$ cat src/rtl/cpcc_pkg.sv
// Package: register map, keys, reset values and field layouts of the clock and power control block
package cpcc_pkg;

  localparam int unsigned ADDR_W = 32;
  localparam int unsigned DATA_W = 32;

  // Register byte addresses
  localparam logic [31:0] POWER_KEY_PRE_ADDR  = 32'hffff0404;
  localparam logic [31:0] POWER_MODE_ADDR     = 32'hffff0408;
  localparam logic [31:0] POWER_KEY_POST_ADDR = 32'hffff040c;
  localparam logic [31:0] PLL_KEY_PRE_ADDR    = 32'hffff0410;
  localparam logic [31:0] PLL_SOURCE_ADDR     = 32'hffff0414;
  localparam logic [31:0] PLL_KEY_POST_ADDR   = 32'hffff0418;
  localparam logic [31:0] LP_TRIM_ADDR        = 32'hffff042c;
  localparam logic [31:0] CAL_CONTROL_ADDR    = 32'hffff0440;
  localparam logic [31:0] CAL_STATE_ADDR      = 32'hffff0444;
  localparam logic [31:0] REF_CAL_COUNT_ADDR  = 32'hffff0448;
  localparam logic [31:0] LP_CAL_COUNT_ADDR   = 32'hffff044c;

  // Key values
  localparam logic [31:0] POWER_KEY_PRE_VAL  = 32'h00000001;
  localparam logic [31:0] POWER_KEY_POST_VAL = 32'h000000f4;
  localparam logic [31:0] PLL_KEY_PRE_VAL    = 32'h000000aa;
  localparam logic [31:0] PLL_KEY_POST_VAL   = 32'h00000055;

  // Power mode control layout, bit 7 down to bit 0
  typedef struct packed {
    logic       prec_in_en;
    logic       xtal_en;
    logic       pll_en;
    logic       periph_en;
    logic       core_en;
    logic [2:0] core_divide_field;
  } cpcc_power_t;

  // Calibration control layout, bit 7 down to bit 0
  typedef struct packed {
    logic [2:0] rsvd;
    logic       src_xtal;
    logic       cal_reset;
    logic       clr_lp;
    logic       clr_ref;
    logic       enable;
  } cpcc_cal_ctrl_t;

  localparam logic [7:0] POWER_MODE_RST = 8'h79;
  localparam logic [1:0] PLL_SOURCE_RST = 2'h0;
  localparam logic [3:0] LP_TRIM_RST    = 4'h8;

  // PLL reference source codes
  localparam logic [1:0] SRC_LOWPOWER  = 2'h0;
  localparam logic [1:0] SRC_PRECISION = 2'h1;
  localparam logic [1:0] SRC_CRYSTAL   = 2'h2;

  // One-hot reference enables: bit 0 low power, bit 1 precision, bit 2 crystal
  localparam logic [2:0] REF_SEL_LOWPOWER  = 3'h1;
  localparam logic [2:0] REF_SEL_PRECISION = 3'h2;
  localparam logic [2:0] REF_SEL_CRYSTAL   = 3'h4;

  localparam int unsigned REF_CNT_W = 9;
  localparam int unsigned LP_CNT_W  = 10;
  localparam logic [8:0] REF_CNT_END = 9'h1ff;
  localparam logic [1:0] LP_DIV_LAST = 2'h3;

  // Calibration state bit positions
  localparam int unsigned CAL_BUSY_BIT = 0;
  localparam int unsigned CAL_DONE_BIT = 1;

  typedef enum logic [2:0] {
    CPCC_KEY_IDLE  = 3'b001,
    CPCC_KEY_ARMED = 3'b010,
    CPCC_KEY_PEND  = 3'b100
  } cpcc_key_state_t;

endpackage

$ cat src/rtl/cpcc_top.sv
// Clock and power control with key-protected registers and low-power oscillator calibration

// Key sequencer guarding one protected register
module cpcc_key_guard #(
  parameter logic [31:0] PRE_ADDR  = 32'h0,
  parameter logic [31:0] PROT_ADDR = 32'h4,
  parameter logic [31:0] POST_ADDR = 32'h8,
  parameter logic [31:0] PRE_KEY   = 32'h0,
  parameter logic [31:0] POST_KEY  = 32'h0
) (
  input  wire logic        ref_clk_in,
  input  wire logic        rstn_in,
  input  wire logic        wr_in,
  input  wire logic [31:0] addr_in,
  input  wire logic [31:0] wdata_in,
  output logic             commit_out,
  output logic [7:0]       commit_data_out
);

  cpcc_pkg::cpcc_key_state_t state_ff;
  logic                      commit_ff;
  logic [7:0]                data_ff;
  logic                      pre_hit;
  logic                      post_hit;

  assign pre_hit  = (addr_in == PRE_ADDR) && (wdata_in == PRE_KEY);
  assign post_hit = (addr_in == POST_ADDR) && (wdata_in == POST_KEY);

  // Any other write breaks the sequence; reads leave it alone
  always_ff @(posedge ref_clk_in or negedge rstn_in) begin
    if (!rstn_in) begin
      state_ff <= cpcc_pkg::CPCC_KEY_IDLE;
    end else if (wr_in) begin
      case (state_ff)
        cpcc_pkg::CPCC_KEY_IDLE: begin
          state_ff <= pre_hit ? cpcc_pkg::CPCC_KEY_ARMED : cpcc_pkg::CPCC_KEY_IDLE;
        end
        cpcc_pkg::CPCC_KEY_ARMED: begin
          if (addr_in == PROT_ADDR) begin
            state_ff <= cpcc_pkg::CPCC_KEY_PEND;
          end else if (pre_hit) begin
            state_ff <= cpcc_pkg::CPCC_KEY_ARMED;
          end else begin
            state_ff <= cpcc_pkg::CPCC_KEY_IDLE;
          end
        end
        cpcc_pkg::CPCC_KEY_PEND: begin
          state_ff <= pre_hit ? cpcc_pkg::CPCC_KEY_ARMED : cpcc_pkg::CPCC_KEY_IDLE;
        end
        default: begin
          state_ff <= cpcc_pkg::CPCC_KEY_IDLE;
        end
      endcase
    end
  end

  // Value is held aside until the postwrite key confirms it
  always_ff @(posedge ref_clk_in or negedge rstn_in) begin
    if (!rstn_in) begin
      data_ff <= 8'h00;
    end else if (wr_in && (state_ff == cpcc_pkg::CPCC_KEY_ARMED) && (addr_in == PROT_ADDR)) begin
      data_ff <= wdata_in[7:0];
    end
  end

  always_ff @(posedge ref_clk_in or negedge rstn_in) begin
    if (!rstn_in) begin
      commit_ff <= 1'b0;
    end else begin
      commit_ff <= wr_in && (state_ff == cpcc_pkg::CPCC_KEY_PEND) && post_hit;
    end
  end

  assign commit_out      = commit_ff;
  assign commit_data_out = data_ff;

endmodule

// Overview of operation
// - Two-bit source picks low-power, precision or crystal reference; 11 reserved.
// - PLL source resets to zero; upper six bits reserved, written as zero.
// - Power control write needs prewrite key 0x01 before and 0xF4 after.
// - Power control resets to 0x79: core, peripherals, PLL, crystal on, divide by two.
// - Core divider field divides the 20.48 MHz PLL output by two to the field.
// - Bit 7 enables the precision 131 kHz input; oscillator enabled elsewhere too.
// - Bit 6 enables the external crystal circuitry.
// - Clearing bit 5 stops the PLL and its timers; wake-up sets it again.
// - PLL stops only when core, peripheral and PLL bits clear in one write.
// - Clearing bit 4 stops memories, GPIO, SPI and UART; wake-up sets it.
// - Peripherals stop only when core and peripheral bits clear together.
// - Clearing bit 3 stops the core; wake-up sets it; software adds dummy cycle.
// - Nine-bit reference counter and ten-bit low-power counter, optional divide by four.
// - Both counters stop when the reference counter reaches 0x1FF.
// - Trim register holds four user bits; larger value lowers the frequency.
// - A run lasts about 4 ms on precision, 16 ms on crystal reference.
// - PLL source write needs prewrite key 0xAA before and 0x55 after.
// - Calibration control selects crystal or precision reference and starts or aborts.
// - Status shows busy while counting and done until the low-power count is read.
module cpcc_top (
  input  wire logic               ref_clk_in,
  input  wire logic               rstn_in,
  input  wire logic [31:0]        addr_in,
  input  wire logic [31:0]        wdata_in,
  input  wire logic               wr_in,
  input  wire logic               rd_in,
  output logic      [31:0]        rdata_out,
  input  wire logic               wake_event_in,
  input  wire logic               lp_osc_in,
  input  wire logic               prec_osc_in,
  input  wire logic               xtal_osc_in,
  output cpcc_pkg::cpcc_power_t   power_ctrl_out,
  output logic      [2:0]         pll_ref_sel_out,
  output logic      [3:0]         lp_trim_out,
  output logic                    cal_busy_out
);

  cpcc_pkg::cpcc_power_t    pmc_ff;
  cpcc_pkg::cpcc_power_t    nxt_pmc;
  cpcc_pkg::cpcc_power_t    pmc_wr;
  cpcc_pkg::cpcc_cal_ctrl_t cal_wr;
  logic [1:0]               pll_src_ff;
  logic [2:0]               pll_ref_sel_ff;
  logic [3:0]               trim_ff;
  logic                     cal_src_xtal_ff;
  logic                     cal_reset_ff;
  logic                     cal_en_ff;
  logic                     cal_stop_ff;
  logic                     cal_done_ff;
  logic                     cal_busy_ff;
  logic [8:0]               ref_cnt_ff;
  logic [9:0]               lp_cnt_ff;
  logic [1:0]               lp_div_ff;
  logic [31:0]              rdata_ff;
  logic [31:0]              nxt_rdata;
  logic                     pow_commit;
  logic [7:0]               pow_data;
  logic                     pll_commit;
  logic [7:0]               pll_data;
  logic [2:0]               wake_sync_ff;
  logic [2:0]               lp_sync_ff;
  logic [2:0]               prec_sync_ff;
  logic [2:0]               xtal_sync_ff;
  logic                     wake_rise;
  logic                     lp_rise;
  logic                     prec_rise;
  logic                     xtal_rise;
  logic                     cal_wr_hit;
  logic                     cal_start;
  logic                     cal_running;
  logic                     ref_tick;
  logic                     lp_tick;
  logic                     ref_last;
  logic                     lp_count_read;

  cpcc_key_guard #(
    .PRE_ADDR  (cpcc_pkg::POWER_KEY_PRE_ADDR),
    .PROT_ADDR (cpcc_pkg::POWER_MODE_ADDR),
    .POST_ADDR (cpcc_pkg::POWER_KEY_POST_ADDR),
    .PRE_KEY   (cpcc_pkg::POWER_KEY_PRE_VAL),
    .POST_KEY  (cpcc_pkg::POWER_KEY_POST_VAL)
  ) u_power_guard (
    .ref_clk_in      (ref_clk_in),
    .rstn_in         (rstn_in),
    .wr_in           (wr_in),
    .addr_in         (addr_in),
    .wdata_in        (wdata_in),
    .commit_out      (pow_commit),
    .commit_data_out (pow_data)
  );

  cpcc_key_guard #(
    .PRE_ADDR  (cpcc_pkg::PLL_KEY_PRE_ADDR),
    .PROT_ADDR (cpcc_pkg::PLL_SOURCE_ADDR),
    .POST_ADDR (cpcc_pkg::PLL_KEY_POST_ADDR),
    .PRE_KEY   (cpcc_pkg::PLL_KEY_PRE_VAL),
    .POST_KEY  (cpcc_pkg::PLL_KEY_POST_VAL)
  ) u_pll_guard (
    .ref_clk_in      (ref_clk_in),
    .rstn_in         (rstn_in),
    .wr_in           (wr_in),
    .addr_in         (addr_in),
    .wdata_in        (wdata_in),
    .commit_out      (pll_commit),
    .commit_data_out (pll_data)
  );

  // Oscillators and wake-up arrive asynchronously; stage 0 feeds only stage 1
  always_ff @(posedge ref_clk_in or negedge rstn_in) begin
    if (!rstn_in) begin
      wake_sync_ff <= 3'h0;
      lp_sync_ff   <= 3'h0;
      prec_sync_ff <= 3'h0;
      xtal_sync_ff <= 3'h0;
    end else begin
      wake_sync_ff <= {wake_sync_ff[1:0], wake_event_in};
      lp_sync_ff   <= {lp_sync_ff[1:0], lp_osc_in};
      prec_sync_ff <= {prec_sync_ff[1:0], prec_osc_in};
      xtal_sync_ff <= {xtal_sync_ff[1:0], xtal_osc_in};
    end
  end

  assign wake_rise = wake_sync_ff[1] & ~wake_sync_ff[2];
  assign lp_rise   = lp_sync_ff[1] & ~lp_sync_ff[2];
  assign prec_rise = prec_sync_ff[1] & ~prec_sync_ff[2];
  assign xtal_rise = xtal_sync_ff[1] & ~xtal_sync_ff[2];

  // Power mode control
  assign pmc_wr = cpcc_pkg::cpcc_power_t'(pow_data);

  always_comb begin
    nxt_pmc = pmc_ff;
    if (pow_commit) begin
      nxt_pmc.prec_in_en        = pmc_wr.prec_in_en;
      nxt_pmc.xtal_en           = pmc_wr.xtal_en;
      nxt_pmc.core_divide_field = pmc_wr.core_divide_field;
      nxt_pmc.core_en           = pmc_wr.core_en;
      // An enabled core keeps the peripherals up; either keeps the PLL up
      nxt_pmc.periph_en         = pmc_wr.periph_en | pmc_wr.core_en;
      nxt_pmc.pll_en            = pmc_wr.pll_en | pmc_wr.periph_en | pmc_wr.core_en;
    end
    // Wake-up wins over a simultaneous power-down commit
    if (wake_rise) begin
      nxt_pmc.core_en   = 1'b1;
      nxt_pmc.periph_en = 1'b1;
      nxt_pmc.pll_en    = 1'b1;
    end
  end

  always_ff @(posedge ref_clk_in or negedge rstn_in) begin
    if (!rstn_in) begin
      pmc_ff <= cpcc_pkg::cpcc_power_t'(cpcc_pkg::POWER_MODE_RST);
    end else begin
      pmc_ff <= nxt_pmc;
    end
  end

  // PLL reference source; only the low two bits are kept
  always_ff @(posedge ref_clk_in or negedge rstn_in) begin
    if (!rstn_in) begin
      pll_src_ff <= cpcc_pkg::PLL_SOURCE_RST;
    end else if (pll_commit) begin
      pll_src_ff <= pll_data[1:0];
    end
  end

  // Reserved code keeps the always-running low-power oscillator as reference
  always_ff @(posedge ref_clk_in or negedge rstn_in) begin
    if (!rstn_in) begin
      pll_ref_sel_ff <= cpcc_pkg::REF_SEL_LOWPOWER;
    end else begin
      case (pll_src_ff)
        cpcc_pkg::SRC_PRECISION: pll_ref_sel_ff <= cpcc_pkg::REF_SEL_PRECISION;
        cpcc_pkg::SRC_CRYSTAL:   pll_ref_sel_ff <= cpcc_pkg::REF_SEL_CRYSTAL;
        default:                 pll_ref_sel_ff <= cpcc_pkg::REF_SEL_LOWPOWER;
      endcase
    end
  end

  // Trim register; upper nibble not stored
  always_ff @(posedge ref_clk_in or negedge rstn_in) begin
    if (!rstn_in) begin
      trim_ff <= cpcc_pkg::LP_TRIM_RST;
    end else if (wr_in && (addr_in == cpcc_pkg::LP_TRIM_ADDR)) begin
      trim_ff <= wdata_in[3:0];
    end
  end

  // Calibration control
  assign cal_wr      = cpcc_pkg::cpcc_cal_ctrl_t'(wdata_in[7:0]);
  assign cal_wr_hit  = wr_in && (addr_in == cpcc_pkg::CAL_CONTROL_ADDR);
  assign cal_start   = cal_wr_hit && cal_wr.enable && !cal_en_ff;
  assign cal_running = cal_en_ff && !cal_reset_ff && !cal_stop_ff;

  always_ff @(posedge ref_clk_in or negedge rstn_in) begin
    if (!rstn_in) begin
      cal_src_xtal_ff <= 1'b0;
      cal_reset_ff    <= 1'b0;
      cal_en_ff       <= 1'b0;
    end else if (cal_wr_hit) begin
      cal_src_xtal_ff <= cal_wr.src_xtal;
      cal_reset_ff    <= cal_wr.cal_reset;
      cal_en_ff       <= cal_wr.enable;
    end
  end

  // Crystal runs at a quarter of 131 kHz, so the low-power side is divided to match
  assign ref_tick = cal_src_xtal_ff ? xtal_rise : prec_rise;
  assign lp_tick  = lp_rise && (!cal_src_xtal_ff || (lp_div_ff == cpcc_pkg::LP_DIV_LAST));
  assign ref_last = cal_running && ref_tick && (ref_cnt_ff == (cpcc_pkg::REF_CNT_END - 9'h1));

  always_ff @(posedge ref_clk_in or negedge rstn_in) begin
    if (!rstn_in) begin
      lp_div_ff <= 2'h0;
    end else if (cal_start || cal_reset_ff) begin
      lp_div_ff <= 2'h0;
    end else if (cal_running && lp_rise) begin
      lp_div_ff <= lp_div_ff + 2'h1;
    end
  end

  // Run length is set by 511 reference edges: ~4 ms precision, ~16 ms crystal
  always_ff @(posedge ref_clk_in or negedge rstn_in) begin
    if (!rstn_in) begin
      ref_cnt_ff <= 9'h000;
    end else if (cal_start || cal_reset_ff || (cal_wr_hit && cal_wr.clr_ref)) begin
      ref_cnt_ff <= 9'h000;
    end else if (cal_running && ref_tick) begin
      ref_cnt_ff <= ref_cnt_ff + 9'h001;
    end
  end

  always_ff @(posedge ref_clk_in or negedge rstn_in) begin
    if (!rstn_in) begin
      lp_cnt_ff <= 10'h000;
    end else if (cal_start || cal_reset_ff || (cal_wr_hit && cal_wr.clr_lp)) begin
      lp_cnt_ff <= 10'h000;
    end else if (cal_running && lp_tick) begin
      lp_cnt_ff <= lp_cnt_ff + 10'h001;
    end
  end

  // Both counters freeze once the reference count reaches its end value
  always_ff @(posedge ref_clk_in or negedge rstn_in) begin
    if (!rstn_in) begin
      cal_stop_ff <= 1'b0;
    end else if (cal_start || cal_reset_ff) begin
      cal_stop_ff <= 1'b0;
    end else if (ref_last) begin
      cal_stop_ff <= 1'b1;
    end
  end

  assign lp_count_read = rd_in && (addr_in == cpcc_pkg::LP_CAL_COUNT_ADDR);

  // Completion set wins over a read in the same cycle
  always_ff @(posedge ref_clk_in or negedge rstn_in) begin
    if (!rstn_in) begin
      cal_done_ff <= 1'b0;
    end else if (ref_last) begin
      cal_done_ff <= 1'b1;
    end else if (lp_count_read) begin
      cal_done_ff <= 1'b0;
    end
  end

  always_ff @(posedge ref_clk_in or negedge rstn_in) begin
    if (!rstn_in) begin
      cal_busy_ff <= 1'b0;
    end else begin
      cal_busy_ff <= cal_running && !ref_last;
    end
  end

  // Read path; key registers are write-only and read as zero
  always_comb begin
    nxt_rdata = 32'h0;
    case (addr_in)
      cpcc_pkg::POWER_MODE_ADDR:    nxt_rdata[7:0] = pmc_ff;
      cpcc_pkg::PLL_SOURCE_ADDR:    nxt_rdata[1:0] = pll_src_ff;
      cpcc_pkg::LP_TRIM_ADDR:       nxt_rdata[3:0] = trim_ff;
      cpcc_pkg::CAL_CONTROL_ADDR:   nxt_rdata[4:0] = {cal_src_xtal_ff, cal_reset_ff, 2'h0, cal_en_ff};
      cpcc_pkg::CAL_STATE_ADDR: begin
        nxt_rdata[cpcc_pkg::CAL_BUSY_BIT] = cal_busy_ff;
        nxt_rdata[cpcc_pkg::CAL_DONE_BIT] = cal_done_ff;
      end
      cpcc_pkg::REF_CAL_COUNT_ADDR: nxt_rdata[8:0] = ref_cnt_ff;
      cpcc_pkg::LP_CAL_COUNT_ADDR:  nxt_rdata[9:0] = lp_cnt_ff;
      default:                      nxt_rdata = 32'h0;
    endcase
  end

  always_ff @(posedge ref_clk_in or negedge rstn_in) begin
    if (!rstn_in) begin
      rdata_ff <= 32'h0;
    end else begin
      rdata_ff <= rd_in ? nxt_rdata : 32'h0;
    end
  end

  assign rdata_out       = rdata_ff;
  assign power_ctrl_out  = pmc_ff;
  assign pll_ref_sel_out = pll_ref_sel_ff;
  assign lp_trim_out     = trim_ff;
  assign cal_busy_out    = cal_busy_ff;

endmodule

$ cat config.mk
export PLATFORM = sky130hd
export DESIGN_NAME = cpcc_top
export DESIGN_NICKNAME = d
export VERILOG_FILES = /design/src/rtl/cpcc_pkg.sv /design/src/rtl/cpcc_top.sv
export SDC_FILE = /design/constraint.sdc
export NUM_CORES = 1
export LEC_CHECK = 0
export ABC_AREA = 1
export BUFFER_PORTS_ARGS = -buffer_cell sky130_fd_sc_hd__buf_2
export CAP_MARGIN = 30
export CORE_ASPECT_RATIO = 2
export CORE_MARGIN = 4
export CORE_UTILIZATION = 50
export DETAILED_ROUTE_END_ITERATION = 6
export GPL_TIMING_DRIVEN = 0
export PLACE_DENSITY = 0.76
export SETUP_SLACK_MARGIN = 0.05
export SYNTH_ARGS = -nofsm -noshare
export SYNTH_HDL_FRONTEND = slang
export SYNTH_HIERARCHICAL = 1
export SYNTH_SLANG_ARGS = --single-unit
export TNS_END_PERCENT = 50
$ cat constraint.sdc
create_clock -name ref_clk_in -period 1.3 [get_ports ref_clk_in]
set_input_delay 0.195 -clock ref_clk_in [delete_from_list [all_inputs] [get_ports ref_clk_in]]
set_output_delay 0.195 -clock ref_clk_in [all_outputs]
set_load 0.005 [all_outputs]
# Word-level counts from Yosys, hierarchy flattened
# Index checks and enable logic that the tools add are counted.
[classes]
eq_ne = 25
add_sub_neg = 3
n_mux = 27
n_bitwise = 11
n_reduce_logical = 44
[op_table]
columns = ["op", "n"]
rows = [
  ["== test 32 bit (second input constant)", 11],
  ["== test 32 x 8 -> 1 bit (second input constant)", 2],
  ["== test 32 x 1 -> 1 bit (second input constant)", 1],
  ["== test 32 x 7 -> 1 bit (second input constant)", 1],
  ["2-to-1 mux 10 bit", 3],
  ["logical AND 1 bit", 27],
  ["2-to-1 mux 9 bit", 2],
  ["one-hot mux 3 bit (2 select lines)", 3],
  ["one-hot mux 2 bit (7 select lines)", 1],
  ["nonzero test 2 bit", 6],
  ["adder 10 x 1 -> 10 bit (second input constant)", 1],
  ["one-hot mux 2 bit (5 select lines)", 1],
  ["adder 9 x 1 -> 9 bit (second input constant)", 1],
  ["== test 9 bit (second input constant)", 1],
  ["2-to-1 mux 3 bit", 3],
  ["one-hot mux 3 bit (3 select lines)", 1],
  ["2-to-1 mux 2 bit", 4],
  ["== test 3 x 1 -> 1 bit (second input constant)", 2],
  ["== test 3 x 2 -> 1 bit (second input constant)", 2],
  ["== test 3 bit (second input constant)", 2],
  ["2-to-1 mux 1 bit", 6],
  ["2-to-1 mux 6 bit", 1],
  ["zero test 1 bit", 5],
  ["AND 1 bit", 4],
  ["other kinds (9)", 19],
]
[totals]
inputBits = 72
register_bits = 84
out_inout_bits = 48

# Depth between registers and ports, before layout
[depth]
ltp_word = 7
mapped_depth = 13
mapped_depth_nobuf = 13

# Hierarchy
# Netlist, hierarchy kept.
[modules_own_cells]
columns = ["module", "instances", "area_each_um2", "cells_per_inst"]
rows = [
  ["cpcc_top", 1, 3493.4, 423],
  ["cpcc_key_guard (u_pll_guard)", 1, 947.2, 153],
  ["cpcc_key_guard (u_power_guard)", 1, 892.1, 144],
]

# Worst setup path after synthesis
# OpenSTA, ideal clock, no wires.
[synth_path]
path_kind = "reg2reg"
start = "register cal_reset_ff"
end = "register ref_cnt_ff[7]"
t_required_ns = 1.179
path_stages_with_launch = 8
arrival_time_ns = 1.272
n_path_buf = 0
path_slack_ns = -0.093
period_less_slack_ns = 1.393
cell_sequence = "dfrtp_1 inv_2 nand3_2 a21oi_4 nand3_1 nor3_1 xor2_1 nor2_1"
[synth_between]
elab_chain_len = 5
elab_cells_between_ends = 8
classes_between = "mux: 1; reduce/logical: 7"
[synth_lines]
columns = ["item", "line_no", "source"]
rows = [
  ["start: declaration", "cpcc_top.sv:125", "logic cal_reset_ff;"],
  ["start signal: assignment", "cpcc_top.sv:281", "cal_reset_ff <= cal_wr.cal_reset;"],
  ["zero test 1 bit", "cpcc_top.sv:272", "assign cal_running = cal_en_ff && !cal_reset_ff && !cal_stop_ff;"],
  ["logical AND 1 bit (2 in series)", "cpcc_top.sv:272", ""],
  ["logical AND 1 bit", "cpcc_top.sv:307", "end else if (cal_running && ref_tick) begin"],
  ["nonzero test 2 bit (no line)", "n/a", ""],
  ["end signal: assignment", "cpcc_top.sv:308", "ref_cnt_ff <= ref_cnt_ff + 9'h001;"],
  ["end: declaration", "cpcc_top.sv:130", "logic [8:0] ref_cnt_ff;"],
]
# Parallel ways exist; a longest one is shown, timed or not.
# A chain may end at the register's enable or synchronous reset.

# Worst setup path in the final report
[layout_path]
start = "register lp_div_ff[0]"
end = "register lp_cnt_ff[4]"
[layout_between]
elab_chain_len = 5
[layout_lines]
columns = ["item", "line_no", "source"]
rows = [
  ["start: declaration", "cpcc_top.sv:132", "logic [1:0] lp_div_ff;"],
  ["start signal: assignment", "cpcc_top.sv:297", "lp_div_ff <= lp_div_ff + 2'h1;"],
  ["== test 2 bit", "cpcc_top.sv:288", "assign lp_tick = lp_rise && (!cal_src_xtal_ff || (lp_div_ff == cpcc_pkg::LP_DIV_LAST));"],
  ["logical OR 1 bit", "cpcc_top.sv:288", ""],
  ["logical AND 1 bit", "cpcc_top.sv:288", ""],
  ["logical AND 1 bit", "cpcc_top.sv:317", "end else if (cal_running && lp_tick) begin"],
  ["nonzero test 2 bit (no line)", "n/a", ""],
  ["end signal: assignment", "cpcc_top.sv:318", "lp_cnt_ff <= lp_cnt_ff + 10'h001;"],
  ["end: declaration", "cpcc_top.sv:131", "logic [9:0] lp_cnt_ff;"],
]
# No other way between the ends.

==> metrics <==
Routed Antenna Nets 0; total power between 0.005 and 0.006 W; Lkg Pwr 3.69 nW; fin crit period between 1500 and 2000 ps; H-tree levels 3; WL final 14300 um; status finished with violations; Req. time, crit path between 1500 and 2000 ps; layout cells sized above 1 a little over a third; CTS tree done; later-pin clock latency in the skew report 340 ps; Syn-to-layout area delta 35.9%; Final Wtd Congestion between 0.9 and 1; Core ar. 0.00983 mm2; crit path launch lp_div_ff[0]; Worst setup EP type flop; clk buf depth 2; Final Hold Viols 0; PD cells 814 mW/mm2; most frequent cells in the layout nand2_1, nor2_1, inv_1; yosys warns 6; CTS Root Cell clkbuf_16; final setup margin -230 ps; NumNets Final 930; Tcrit/Tclk final 118%; Worst Path Arrival 1770 ps; crit path cell chain ha_1, inv_1, a21oi_1, nand2_2, nor3_4, nand2_1, xor2_1, nor2_1; routed wl met2 7780 um; DR iter-0 viols around 330; Critical Path Fanout Max 7; Min-Delay Path Class input pin to flop; vias in the first global route 4999; Vias per Instance 5.06; Cells after Synth 698; Port Buffer Count 96; final setup fails 21; GR Overflow Total 0; CTS clk-pin slew, worst paths 70 ps; Max Freq ~650 MHz; Slew Limit Fails 0; syn_area_per_cell 7.29 um2; met3 WL about 820 um; width of the die just under 80 um; setup_tns -3160 ps; CP peak stage delay 350 ps; Cell Rows 51; RSZ-0062 raised after global routing yes; Register-to-Register Path Depth 8; DR pass1 iterations 5; crit start category flop; most common cell after layout, fill and taps aside nand2_1; initial core utilization 51.8%; vias 5009; post-synthesis cell area 0.00509 mm2; detailed placement HPWL 10400 um; IO Count 120; largest net degree at the start of global routing around 70; Critical R2R Launch lp_div_ff[0]; hold path start wdata_in[5]; WL/cell 14.5 um; met1 wire length ~4800 um; failing checks negative setup slack; worst hold slack 143 ps; DIE HEIGHT 151 um; clock sink count between 80 and 90; Residual DRC 0; Hold Path End u_power_guard/commit_data_out[5]; DIE AREA ~0.012 mm2; end of the worst register-to-register path lp_cnt_ff[4]; Critical-path top delay cell dfrtp_1; Max-Cap Viols 0; GRT Total Usage about a quarter; worst hold path depth 3; Clock Skew ~8.1 ps; crit path kind flop to flop; initial antenna violation count 0; first-pass GRT wire length 21800 um; Reg2Reg Setup Slack -230 ps; Num CTS Buffers 9; # diodes 0; maximum vdd drop between 600 and 700 uV; Top Metal Used met5
==> area by class of cell <==
type	instances	area, um2
Buffer	27	213
Clock inverter	6	48.8
Timing Repair Buffer	122	898
Clock buffer	10	229
Inverter	106	404
Multi-Input combinational cell	502	2850
Sequential cell	84	2120
Tap cell	132	165
Fill cell	790	2910
==> critical path, delay by kind of cell, from the launching register on <==
| family | cells | cell delay [ps] |
|---|---|---|
| AO/OA/AOI/OAI | 1 | 180 |
| XOR/XNOR | 1 | 160 |
| adder cells (fa/ha/maj) | 1 | 150 |
| buffers and inverters | 1 | 40 |
| flip-flops | 1 | 350 |
| AND/OR/NAND/NOR | 4 | 530 |
==> layer usage <==
layer	global-route usage (%)	vias up
met1	21.8	2318
li1	-	2416
met3	4.91	65
met4	17.0	2
met2	43.8	208
met5	0	-
==> power breakdown <==
group	total (W)	internal, W	switching, W	leakage, nW
combinational	0.000595	0.000262	0.000332	2.47
clock	0.00239	0.00131	0.00108	0.125
sequential	0.00265	0.00264	0.0000123	1.10
==> through the flow <==
stage	setup slack, ps	instances	util (%)	instance area (um2)
after floorplan	-53.3	719	-	5210
after global placement	-556	947	59.5	5850
after detailed placement	-471	948	59.9	5880
after CTS	-225	978	65.3	6420
after global routing	-325	989	70.4	6920
final	-230	989	70.4	6920
==> registers in the layout (all words and copies together), names as in the netlist, 2 cells and up <==
signal                         cells
u_pll_guard/state_ff               3
ref_cnt_ff                         9
wake_sync_ff                       3
power_ctrl_out                     8
xtal_sync_ff                       3
lp_cnt_ff                         10
lp_sync_ff                         3
rdata_out                         10
u_power_guard/state_ff             3
lp_div_ff                          2
pll_src_ff                         2
u_pll_guard/commit_data_out        2
u_power_guard/commit_data_out      8
pll_ref_sel_out                    3
lp_trim_out                        4
prec_sync_ff                       3
==> timing repair <==
action                     4_1_cts  5_1_grt
hold buffers                     5        0
hold endpoints to repair        18        0
setup endpoints to repair       42       57
pin swaps                       20       41
resized for setup               39      110
cloned                           0        0
buffers inserted                 9       11
==> worst max path at each step <==
stage	endpoint	slack (ps)	cells after the start
after floorplan	ref_cnt_ff[1]	-50	6
after global placement	wake_sync_ff[0]	-560	1
after detailed placement	rdata_out[1]	-470	11
after CTS	lp_cnt_ff[4]	-220	8
after global routing	lp_cnt_ff[7]	-330	8
final	lp_cnt_ff[4]	-230	8
Power figures use the tool's default switching activity.
